$ cat src/include/cssx_pkg.sv
// constants for the compact shift, subtract and store execute block
package cssx_pkg;
    localparam int XLEN = 32;
    localparam logic [4:0] OP_EXTEND = 5'h1E;
    localparam logic [4:0] OP_SHIFT = 5'h06;
    localparam logic [4:0] OP_TWO_REG = 5'h1D;
    localparam logic [4:0] OP_THREE_REG = 5'h1C;
    localparam logic [4:0] OP_WORD_STORE = 5'h1B;
    localparam logic [4:0] OP_STACK_STORE = 5'h1A;
    localparam logic [1:0] FN_ARITH_SHIFT = 2'h3;
    localparam logic [1:0] FN_LOGIC_SHIFT = 2'h2;
    localparam logic [1:0] FN_SUBTRACT = 2'h3;
    localparam logic [4:0] FN_ARITH_VAR = 5'h07;
    localparam logic [4:0] FN_LOGIC_VAR = 5'h06;
    localparam logic [5:0] EXT_SHIFT_ZERO = 6'h00;
    localparam logic [4:0] SHORT_ZERO_AMT = 5'h08;
    localparam logic [4:0] STACK_REG = 5'h1D;
    localparam logic [1:0] ALIGN_OK = 2'h0;
    // 3-bit register field to general register index
    localparam logic [4:0] XLAT0 = 5'h10;
    localparam logic [4:0] XLAT1 = 5'h11;
    localparam logic [1:0] UNMAPPED_SEG = 2'h2;
    localparam logic [2:0] CCA_UNCACHED = 3'h2;
    localparam logic [2:0] CCA_CACHED = 3'h3;
    localparam logic [XLEN-1:0] GPR_RESET = 32'h0000_0000;

    typedef enum logic [2:0] {
        CSSX_OP_NONE = 3'b000,
        CSSX_OP_SHIFT_IMM = 3'b001,
        CSSX_OP_SHIFT_VAR = 3'b010,
        CSSX_OP_SUBTRACT = 3'b011,
        CSSX_OP_STORE = 3'b100
    } cssx_op_t;
endpackage

$ cat src/verilog/cssx_exec.sv
// decoder and executor for compact right shifts, subtract and word stores
//
// Operation
// RQ1 - short shift field zero means eight
// RQ2 - arithmetic shift fills with source bit 31
// RQ3 - logical shift fills with zeros
// RQ4 - extended shift: prefix, 5-bit amount, zeros
// RQ5 - immediate shift opcode and function decode
// RQ6 - variable shift decode, amount from register
// RQ7 - variable shift writes back shifted register
// RQ8 - three-register subtract into third field
// RQ9 - subtract never traps on overflow
// RQ10 - short store: offset times four, zero-extended
// RQ11 - extended store: 16-bit signed unscaled offset
// RQ12 - short stack store: offset times four, r29
// RQ13 - extended stack store: signed offset plus r29
// RQ14 - misaligned store: address error, no write
// RQ15 - aligned store: translate, then write word
// RQ16 - fixed translation of 3-bit register fields
`timescale 1ns/100ps
`default_nettype none
module cssx_exec #(
    parameter int NUM_GPR = 32
) (
    input wire logic mclk,
    input wire logic rst,
    input wire logic ce,
    input wire logic instr_valid,
    input wire logic instr_ext,
    input wire logic [31:0] instr_word,
    input wire logic gpr_wr_en,
    input wire logic [4:0] gpr_wr_idx,
    input wire logic [31:0] gpr_wr_data,
    input wire logic [4:0] gpr_rd_idx,
    output logic [31:0] gpr_rd_data,
    output logic wb_en,
    output logic [4:0] wb_idx,
    output logic [31:0] wb_val,
    output logic st_valid,
    output logic [31:0] st_vaddr,
    output logic [31:0] st_paddr,
    output logic [2:0] st_cca,
    output logic [31:0] st_data,
    output logic addr_err,
    output logic [31:0] bad_vaddr,
    output logic illegal
);
    if (NUM_GPR != 32) begin : gpr_count_chk
        $error("cssx_exec serves exactly 32 general registers");
    end

    // fields 0 and 1 reach the high pair; the rest map to themselves
    function automatic logic [4:0] xlat(input logic [2:0] f); // RQ16
        return (f[2:1] == 2'h0) ? (f[0] ? cssx_pkg::XLAT1 : cssx_pkg::XLAT0)
                                : {2'h0, f};
    endfunction

    logic [31:0] gpr_q [NUM_GPR];
    function automatic logic [31:0] rd(input logic [4:0] i);
        return (i == 5'h00) ? 32'h0000_0000 : gpr_q[i];
    endfunction

    logic [15:0] h, ext_off;
    logic [4:0] major, shamt, dst;
    logic ext_ok, arith, bad;
    logic [31:0] off_sx, sh_src, sh_res, sub_a, sub_b;
    logic [31:0] st_base, st_off, vaddr, sdata;
    cssx_pkg::cssx_op_t op;

    assign h = instr_word[15:0];
    assign major = h[15:11];
    assign ext_ok = !instr_ext || (instr_word[31:27] == cssx_pkg::OP_EXTEND);
    assign ext_off = {instr_word[20:16], instr_word[26:21], h[4:0]};
    assign off_sx = {{16{ext_off[15]}}, ext_off};

    always_comb begin
        op = cssx_pkg::CSSX_OP_NONE;
        arith = 1'b0;
        shamt = 5'h00;
        sh_src = rd(xlat(h[7:5]));
        dst = xlat(h[10:8]);
        st_base = rd(xlat(h[10:8]));
        st_off = 32'h0000_0000;
        sdata = rd(xlat(h[7:5]));
        sub_a = rd(xlat(h[10:8]));
        sub_b = rd(xlat(h[7:5]));
        bad = !ext_ok;
        unique case (major)
            cssx_pkg::OP_SHIFT: begin
                // immediate shift; left shifts belong elsewhere
                arith = (h[1:0] == cssx_pkg::FN_ARITH_SHIFT); // RQ5
                if (h[1:0] == cssx_pkg::FN_ARITH_SHIFT ||
                    h[1:0] == cssx_pkg::FN_LOGIC_SHIFT) begin
                    op = cssx_pkg::CSSX_OP_SHIFT_IMM;
                end else begin
                    bad = 1'b1;
                end
                if (instr_ext) begin
                    shamt = instr_word[26:22]; // RQ4
                    if (instr_word[21:16] != cssx_pkg::EXT_SHIFT_ZERO ||
                        h[4:2] != 3'h0) begin
                        bad = 1'b1; // RQ4
                    end
                end else if (h[4:2] == 3'h0) begin
                    shamt = cssx_pkg::SHORT_ZERO_AMT; // RQ1
                end else begin
                    shamt = {2'h0, h[4:2]}; // RQ1
                end
            end
            cssx_pkg::OP_TWO_REG: begin
                arith = (h[4:0] == cssx_pkg::FN_ARITH_VAR); // RQ6
                if (h[4:0] == cssx_pkg::FN_ARITH_VAR ||
                    h[4:0] == cssx_pkg::FN_LOGIC_VAR) begin
                    op = cssx_pkg::CSSX_OP_SHIFT_VAR;
                end else begin
                    bad = 1'b1;
                end
                shamt = 5'(rd(xlat(h[10:8]))); // RQ6
                dst = xlat(h[7:5]); // RQ7
                bad = bad || instr_ext;
            end
            cssx_pkg::OP_THREE_REG: begin
                if (h[1:0] == cssx_pkg::FN_SUBTRACT) begin
                    op = cssx_pkg::CSSX_OP_SUBTRACT;
                end else begin
                    bad = 1'b1;
                end
                dst = xlat(h[4:2]); // RQ8
                bad = bad || instr_ext;
            end
            cssx_pkg::OP_WORD_STORE: begin
                op = cssx_pkg::CSSX_OP_STORE;
                if (instr_ext) begin
                    st_off = off_sx; // RQ11
                end else begin
                    st_off = {25'h0, h[4:0], 2'h0}; // RQ10
                end
            end
            cssx_pkg::OP_STACK_STORE: begin
                op = cssx_pkg::CSSX_OP_STORE;
                st_base = rd(cssx_pkg::STACK_REG); // RQ12
                sdata = rd(xlat(h[10:8])); // RQ12
                if (instr_ext) begin
                    st_off = off_sx; // RQ13
                    bad = bad || (h[7:5] != 3'h0);
                end else begin
                    st_off = {22'h0, h[7:0], 2'h0}; // RQ12
                end
            end
            default: begin
                bad = 1'b1;
            end
        endcase
        if (bad) begin
            op = cssx_pkg::CSSX_OP_NONE;
        end
    end

    // sign fill from bit 31, or zero fill
    assign sh_res = arith ? 32'($signed(sh_src) >>> shamt) // RQ2
                          : (sh_src >> shamt); // RQ3
    assign vaddr = st_base + st_off; // RQ10

    // fixed map: one unmapped window, identity elsewhere; no tlb here
    function automatic logic [34:0] translate(input logic [31:0] va);
        logic [34:0] r;
        r = {cssx_pkg::CCA_CACHED, va};
        if (va[31:30] == cssx_pkg::UNMAPPED_SEG) begin
            r[31:0] = {3'h0, va[28:0]};
            r[34:32] = va[29] ? cssx_pkg::CCA_UNCACHED
                              : cssx_pkg::CCA_CACHED;
        end
        return r;
    endfunction

    logic go, wb_en_d, st_valid_d, addr_err_d;
    logic [31:0] wb_val_d, rd_q;
    logic [34:0] xl;
    logic wb_en_q, st_valid_q, addr_err_q, illegal_q;
    logic [4:0] wb_idx_q;
    logic [31:0] wb_val_q, st_vaddr_q, st_paddr_q, st_data_q, bad_vaddr_q;
    logic [2:0] st_cca_q;

    assign go = ce && instr_valid;
    assign xl = translate(vaddr); // RQ15

    always_comb begin
        wb_en_d = 1'b0;
        wb_val_d = sh_res;
        st_valid_d = 1'b0;
        addr_err_d = 1'b0;
        unique case (op)
            cssx_pkg::CSSX_OP_SHIFT_IMM, cssx_pkg::CSSX_OP_SHIFT_VAR: begin
                wb_en_d = 1'b1;
            end
            cssx_pkg::CSSX_OP_SUBTRACT: begin
                wb_en_d = 1'b1;
                wb_val_d = sub_a - sub_b; // RQ8 RQ9
            end
            cssx_pkg::CSSX_OP_STORE: begin
                addr_err_d = (vaddr[1:0] != cssx_pkg::ALIGN_OK); // RQ14
                st_valid_d = !addr_err_d; // RQ14 RQ15
            end
            cssx_pkg::CSSX_OP_NONE: begin
            end
        endcase
    end

    always_ff @(posedge mclk or posedge rst) begin
        if (rst) begin
            for (int i = 0; i < NUM_GPR; i++) begin
                gpr_q[i] <= cssx_pkg::GPR_RESET;
            end
            wb_en_q <= 1'b0;
            wb_idx_q <= 5'h00;
            wb_val_q <= 32'h0000_0000;
            st_valid_q <= 1'b0;
            st_vaddr_q <= 32'h0000_0000;
            st_paddr_q <= 32'h0000_0000;
            st_cca_q <= 3'h0;
            st_data_q <= 32'h0000_0000;
            addr_err_q <= 1'b0;
            bad_vaddr_q <= 32'h0000_0000;
            illegal_q <= 1'b0;
            rd_q <= 32'h0000_0000;
        end else if (ce) begin
            // the executing instruction wins over the side write port
            if (go && wb_en_d) begin
                gpr_q[dst] <= wb_val_d; // RQ7 RQ16
            end else if (gpr_wr_en) begin
                gpr_q[gpr_wr_idx] <= gpr_wr_data;
            end
            wb_en_q <= go && wb_en_d;
            wb_idx_q <= dst;
            wb_val_q <= wb_val_d;
            st_valid_q <= go && st_valid_d;
            st_vaddr_q <= vaddr;
            st_paddr_q <= xl[31:0];
            st_cca_q <= xl[34:32];
            st_data_q <= sdata;
            addr_err_q <= go && addr_err_d;
            if (go && addr_err_d) begin
                bad_vaddr_q <= vaddr;
            end
            illegal_q <= go && bad;
            rd_q <= rd(gpr_rd_idx);
        end
    end

    assign gpr_rd_data = rd_q;
    assign wb_en = wb_en_q;
    assign wb_idx = wb_idx_q;
    assign wb_val = wb_val_q;
    assign st_valid = st_valid_q;
    assign st_vaddr = st_vaddr_q;
    assign st_paddr = st_paddr_q;
    assign st_cca = st_cca_q;
    assign st_data = st_data_q;
    assign addr_err = addr_err_q;
    assign bad_vaddr = bad_vaddr_q;
    assign illegal = illegal_q;

    shift_eight_a: assert property (@(posedge mclk) disable iff (rst) // RQ1
        go && op == cssx_pkg::CSSX_OP_SHIFT_IMM && !instr_ext && arith &&
        h[4:2] == 3'h0 |=> wb_val_q == 32'($signed($past(sh_src)) >>> 8))
        else $error("short shift of zero did not shift by eight");
    arith_fill_a: assert property (@(posedge mclk) disable iff (rst) // RQ2
        go && wb_en_d && op != cssx_pkg::CSSX_OP_SUBTRACT && arith
        |=> wb_val_q[31] == $past(sh_src[31]))
        else $error("arithmetic shift lost the sign fill");
    logic_fill_a: assert property (@(posedge mclk) disable iff (rst) // RQ3
        go && wb_en_d && op != cssx_pkg::CSSX_OP_SUBTRACT && !arith &&
        shamt != 5'h00 |=> !wb_val_q[31])
        else $error("logical shift did not fill with zero");
    ext_amount_a: assert property (@(posedge mclk) disable iff (rst) // RQ4
        go && op == cssx_pkg::CSSX_OP_SHIFT_IMM && instr_ext && !arith
        |=> wb_val_q == ($past(sh_src) >> $past(instr_word[26:22])))
        else $error("extended shift used the wrong amount");
    var_dest_a: assert property (@(posedge mclk) disable iff (rst) // RQ7
        go && op == cssx_pkg::CSSX_OP_SHIFT_VAR
        |=> wb_en_q && wb_idx_q == xlat($past(h[7:5])))
        else $error("variable shift wrote the wrong register");
    sub_wrap_a: assert property (@(posedge mclk) disable iff (rst) // RQ8
        go && op == cssx_pkg::CSSX_OP_SUBTRACT
        |=> wb_val_q == $past(sub_a) - $past(sub_b) && !addr_err_q) // RQ9
        else $error("subtract result or trap wrong");
    sp_base_a: assert property (@(posedge mclk) disable iff (rst) // RQ12
        go && op == cssx_pkg::CSSX_OP_STORE && !instr_ext &&
        major == cssx_pkg::OP_STACK_STORE
        |=> st_vaddr_q == $past(gpr_q[29]) + {22'h0, $past(h[7:0]), 2'h0})
        else $error("stack store address wrong");
    misalign_a: assert property (@(posedge mclk) disable iff (rst) // RQ14
        go && op == cssx_pkg::CSSX_OP_STORE && vaddr[1:0] != 2'h0
        |=> addr_err_q && !st_valid_q ##1
            !addr_err_q || $past(go) || !$past(ce))
        else $error("misaligned store not refused");
endmodule // cssx_exec
`default_nettype wire

$ cat config.mk
export PLATFORM = sky130hd
export DESIGN_NAME = cssx_exec
export DESIGN_NICKNAME = d
export VERILOG_FILES = /design/src/include/cssx_pkg.sv /design/src/verilog/cssx_exec.sv
export SDC_FILE = /design/constraint.sdc
export NUM_CORES = 2
export LEC_CHECK = 0
export ABC_CLOCK_PERIOD_IN_PS = 47500
export CAP_MARGIN = 20
export CORE_MARGIN = 3
export CORE_UTILIZATION = 35
export CTS_CLUSTER_DIAMETER = 100
export CTS_CLUSTER_SIZE = 30
export DETAILED_ROUTE_END_ITERATION = 16
export DONT_BUFFER_PORTS = 1
export HOLD_SLACK_MARGIN = 0.15
export MAX_ROUTING_LAYER = met4
export PLACE_DENSITY_LB_ADDON = 0.3
export SLEW_MARGIN = 20
export SYNTH_ARGS = -nofsm -noshare
export SYNTH_HDL_FRONTEND = slang
export SYNTH_SLANG_ARGS = --single-unit
export TNS_END_PERCENT = 50
$ cat constraint.sdc
create_clock -name mclk -period 47.5 [get_ports mclk]
set_input_delay 7.125 -clock mclk [delete_from_list [all_inputs] [get_ports mclk]]
set_output_delay 7.125 -clock mclk [all_outputs]
set_load 0.02 [all_outputs]
==> results.cfg <==
[outcome]
status = complete, no violations

[global_route]
grt_antenna_before_repair = 6
grt_max_degree = 384
grtUsageTotal_pct = 23.67
grt_pass1_wl_um = 330800
gr-total-overflow = 0
grt_pass1_vias = 45824

[clock_tree]
cts.repair.resized = 0
root_buffer = clkbuf_16
clk_pin_slew_ns = 0.10
clock_latency_ns = 0.74
cts_setup_buffers = 0
clock_path_buffers = 3
cts_buffers = 50
htreeDepth = 2
ctsHoldBuffers = 0
clock_sinks = 1197
cts_tree = yes

[detailed_routing]
vias = 46665
wl_per_cell_um = 29.95
drc_errors = 0
antenna_left = 0
routed_wl_um = 225600
drtIter0Drc = 4951
viasPerCell = 6.196
drt_pass1_iterations = 6

[finish]
fin_cells = 7532
n_fill_cell = 17941
drive_gt1_share_pct = 28.63
nets = 5179
area_growth_pct = 5.615

[logic_synthesis]
seq_area_frac_synth_pct = 46.11
synth-seq-cells = 1197
synth_edf_count = 0
syn_inst = 5407
synthDistinctLibCells = 98
synth_area_per_cell_um2 = 12.01
ys_async_sr_fraction_pct = 100.0
syn-cell-area_um2 = 64960
synth-main-ff-cell = dfrtp_1
ys_warn_count = 0

[sta]
min_period_ns = 11.40
worst_pin_slew_ns = 1.300
hold_viol = 0
whs_ns = 0.5091
period_share_pct = 24.00
rsz0062_at_grt = no
max_clock_freq_mhz = 87.72
drv_slew = 0
setup-violations-final = 0
timing.slew.headroom_pct = 13.34
clock_skew_ns = 0.04390
setup_tns_ns = 0

[critical_path]
crit_arrival_ns = 11.99
rr_worst_depth = 17
cp_common_cell = a21oi_1
crit_buf_inv = 1
startpoint = instr_word[15]
slowest_delay_ns = 0.59
slowest_stage = buf_4
critPathTopFamily = compound AO/OA/AOI/OAI gates
crit_fanout = 72
cp-endpoint = st_vaddr[25]$_DFFE_PP0P_
cp.required_ns = 48.09
critPathKind = in2reg
cp-start-kind = primary input
path_cells = nand2_1, nor2_1, nand2_1, or2_4, buf_4, a21oi_1, ha_1, a21o_1, a221o_1, a21o_1, a21oi_1, o311ai_0, a41oi_1, a21oi_1, a31oi_1, o21ai_0, xnor2_1, mux2_2
r2r-end = st_cca[0]$_DFFE_PP0P_
rr_startpoint = gpr_q[449]$_DFFE_PP0P_
r2r_slack_ns = 42.29
critical_path_depth = 18
end_kind = flip-flop

[power_and_ir_drop]
peakVddDrop_mv = 0.02968
power_density_nw_per_um2 = 35.30
p_leak_uw = 0.03000
power_uw = 2422

[die]
initial_utilization_pct = 35.33
die_x_um = 436.8
dieArea_um2 = 190800
row_count = 157
die_y_um = 436.8
pin_count = 284
coreArea_um2 = 183900

[placed_design]
hpwl_um = 145900
gp_congestion = 0.9276
dp_cells = 7455
port_buffers = 0

[hold_path]
min_path_type = reg2reg

[job]
cap_violations = 0
## cell families after synthesis
logic type	synth area share (%)
buf+inv	3.897
xor+xnor	0.8610
other cells	0.005773
mux	30.42
simple gates	4.392
flops	46.11
compound gates	13.25
fa+ha+maj	1.057
## final cells by class
class                           count  area (um^2)  area share [%]
Tap cell                         2464         3083           4.494
Sequential cell                  1197        29950           43.66
Timing Repair Buffer              108        947.2           1.381
Antenna cell                        6        15.01         0.02189
Clock buffer                       52         1280           1.866
Clock inverter                     14        251.5          0.3666
Inverter                           83        320.3          0.4669
Multi-Input combinational cell   3608        32750           47.74
## layer usage
layer | vias up | wire length (um) | global-route usage (%)
li1 | 19584 | - | -
met1 | 24591 | 94620 | 31.72
met2 | 2100 | 102500 | 35.97
met3 | 390 | 20540 | 4.846
met4 | 0 | 7918 | 7.598
met5 | - | 0 | -
## flip-flops by register name (all words and copies together) (netlist names)
name	cells
bad_vaddr	32
wb_idx	4
gpr_q	1024
wb_en	1
st_data	32
st_cca	2
st_vaddr	32
st_paddr	3
wb_val	32
gpr_rd_data	32
st_valid	1
illegal	1
addr_err	1
## stage by stage
step	utilization [%]	setup WS [ns]	instance area, um^2
CTS	37.23	36.09	68450
floorplan	-	6.653	64960
finish	37.31	36.10	68600
global route	37.31	35.76	68600
detailed placement	36.39	35.36	66920
global placement	36.38	35.39	66880
## how the worst min path moves through the flow
| stage | from | to | slack [ns] | cells past startpoint |
|---|---|---|---|---|
| finish | gpr_q[314]$_DFFE_PP0P_ | gpr_q[314]$_DFFE_PP0P_ | 0.51 | 1 |
| global route | gpr_q[179]$_DFFE_PP0P_ | gpr_q[179]$_DFFE_PP0P_ | 0.52 | 1 |
| CTS | gpr_q[179]$_DFFE_PP0P_ | gpr_q[179]$_DFFE_PP0P_ | 0.51 | 1 |
| detailed placement | gpr_q[191]$_DFFE_PP0P_ | gpr_q[191]$_DFFE_PP0P_ | 0.49 | 1 |
| global placement | gpr_q[29]$_DFFE_PP0P_ | gpr_q[29]$_DFFE_PP0P_ | 0.48 | 1 |
| floorplan | gpr_q[191]$_DFFE_PP0P_ | gpr_q[191]$_DFFE_PP0P_ | 0.47 | 1 |
## layout by cell type, fill, tap and decap left out, types with 14 or more instances in the layout
cell	count
o2bb2ai_1	35
o22ai_1	71
nand3_1	34
o211ai_1	38
o21ai_1	37
xnor2_1	44
and2_1	14
a32oi_1	24
a21oi_1	293
nor2_4	16
buf_4	98
nor2_1	209
mux4_2	246
o21ai_0	344
xor2_1	18
clkbuf_16	51
o221ai_1	74
a21o_1	42
a222oi_1	42
nand2b_1	19
a22oi_1	172
ha_1	50
inv_1	81
o31ai_1	16
dfrtp_1	1197
nor3_1	64
mux2_2	931
mux2i_1	331
nand2_1	191
## power by group
part	internal (uW)	switching [uW]	leakage [uW]
Clock	210	351	0.000726
Combinational	268	312	0.0134
Sequential	1150	130	0.0159
Total	1630	794	0.0300
## synth_stat cells, drive strengths merged, types with 37 or more instances
cell type  number  area, um^2
a21o           42       315.3
a21oi         297        1509
a222oi         42       420.4
a22oi         172        1291
buf           165       887.1
clkbuf        355        1333
dfrtp        1197       29950
ha             50       625.6
inv            82       307.8
mux2          931       10480
mux2i         337        3422
mux4          258        5856
nand2         196       735.7
nand3          37       190.2
nor2          230       868.3
nor3           71       360.3
o211ai         39       297.8
o21ai         392        1969
o221ai         75       663.1
o22ai          74       462.9
xnor2          45       401.6
(Power assumes the default switching activity.)
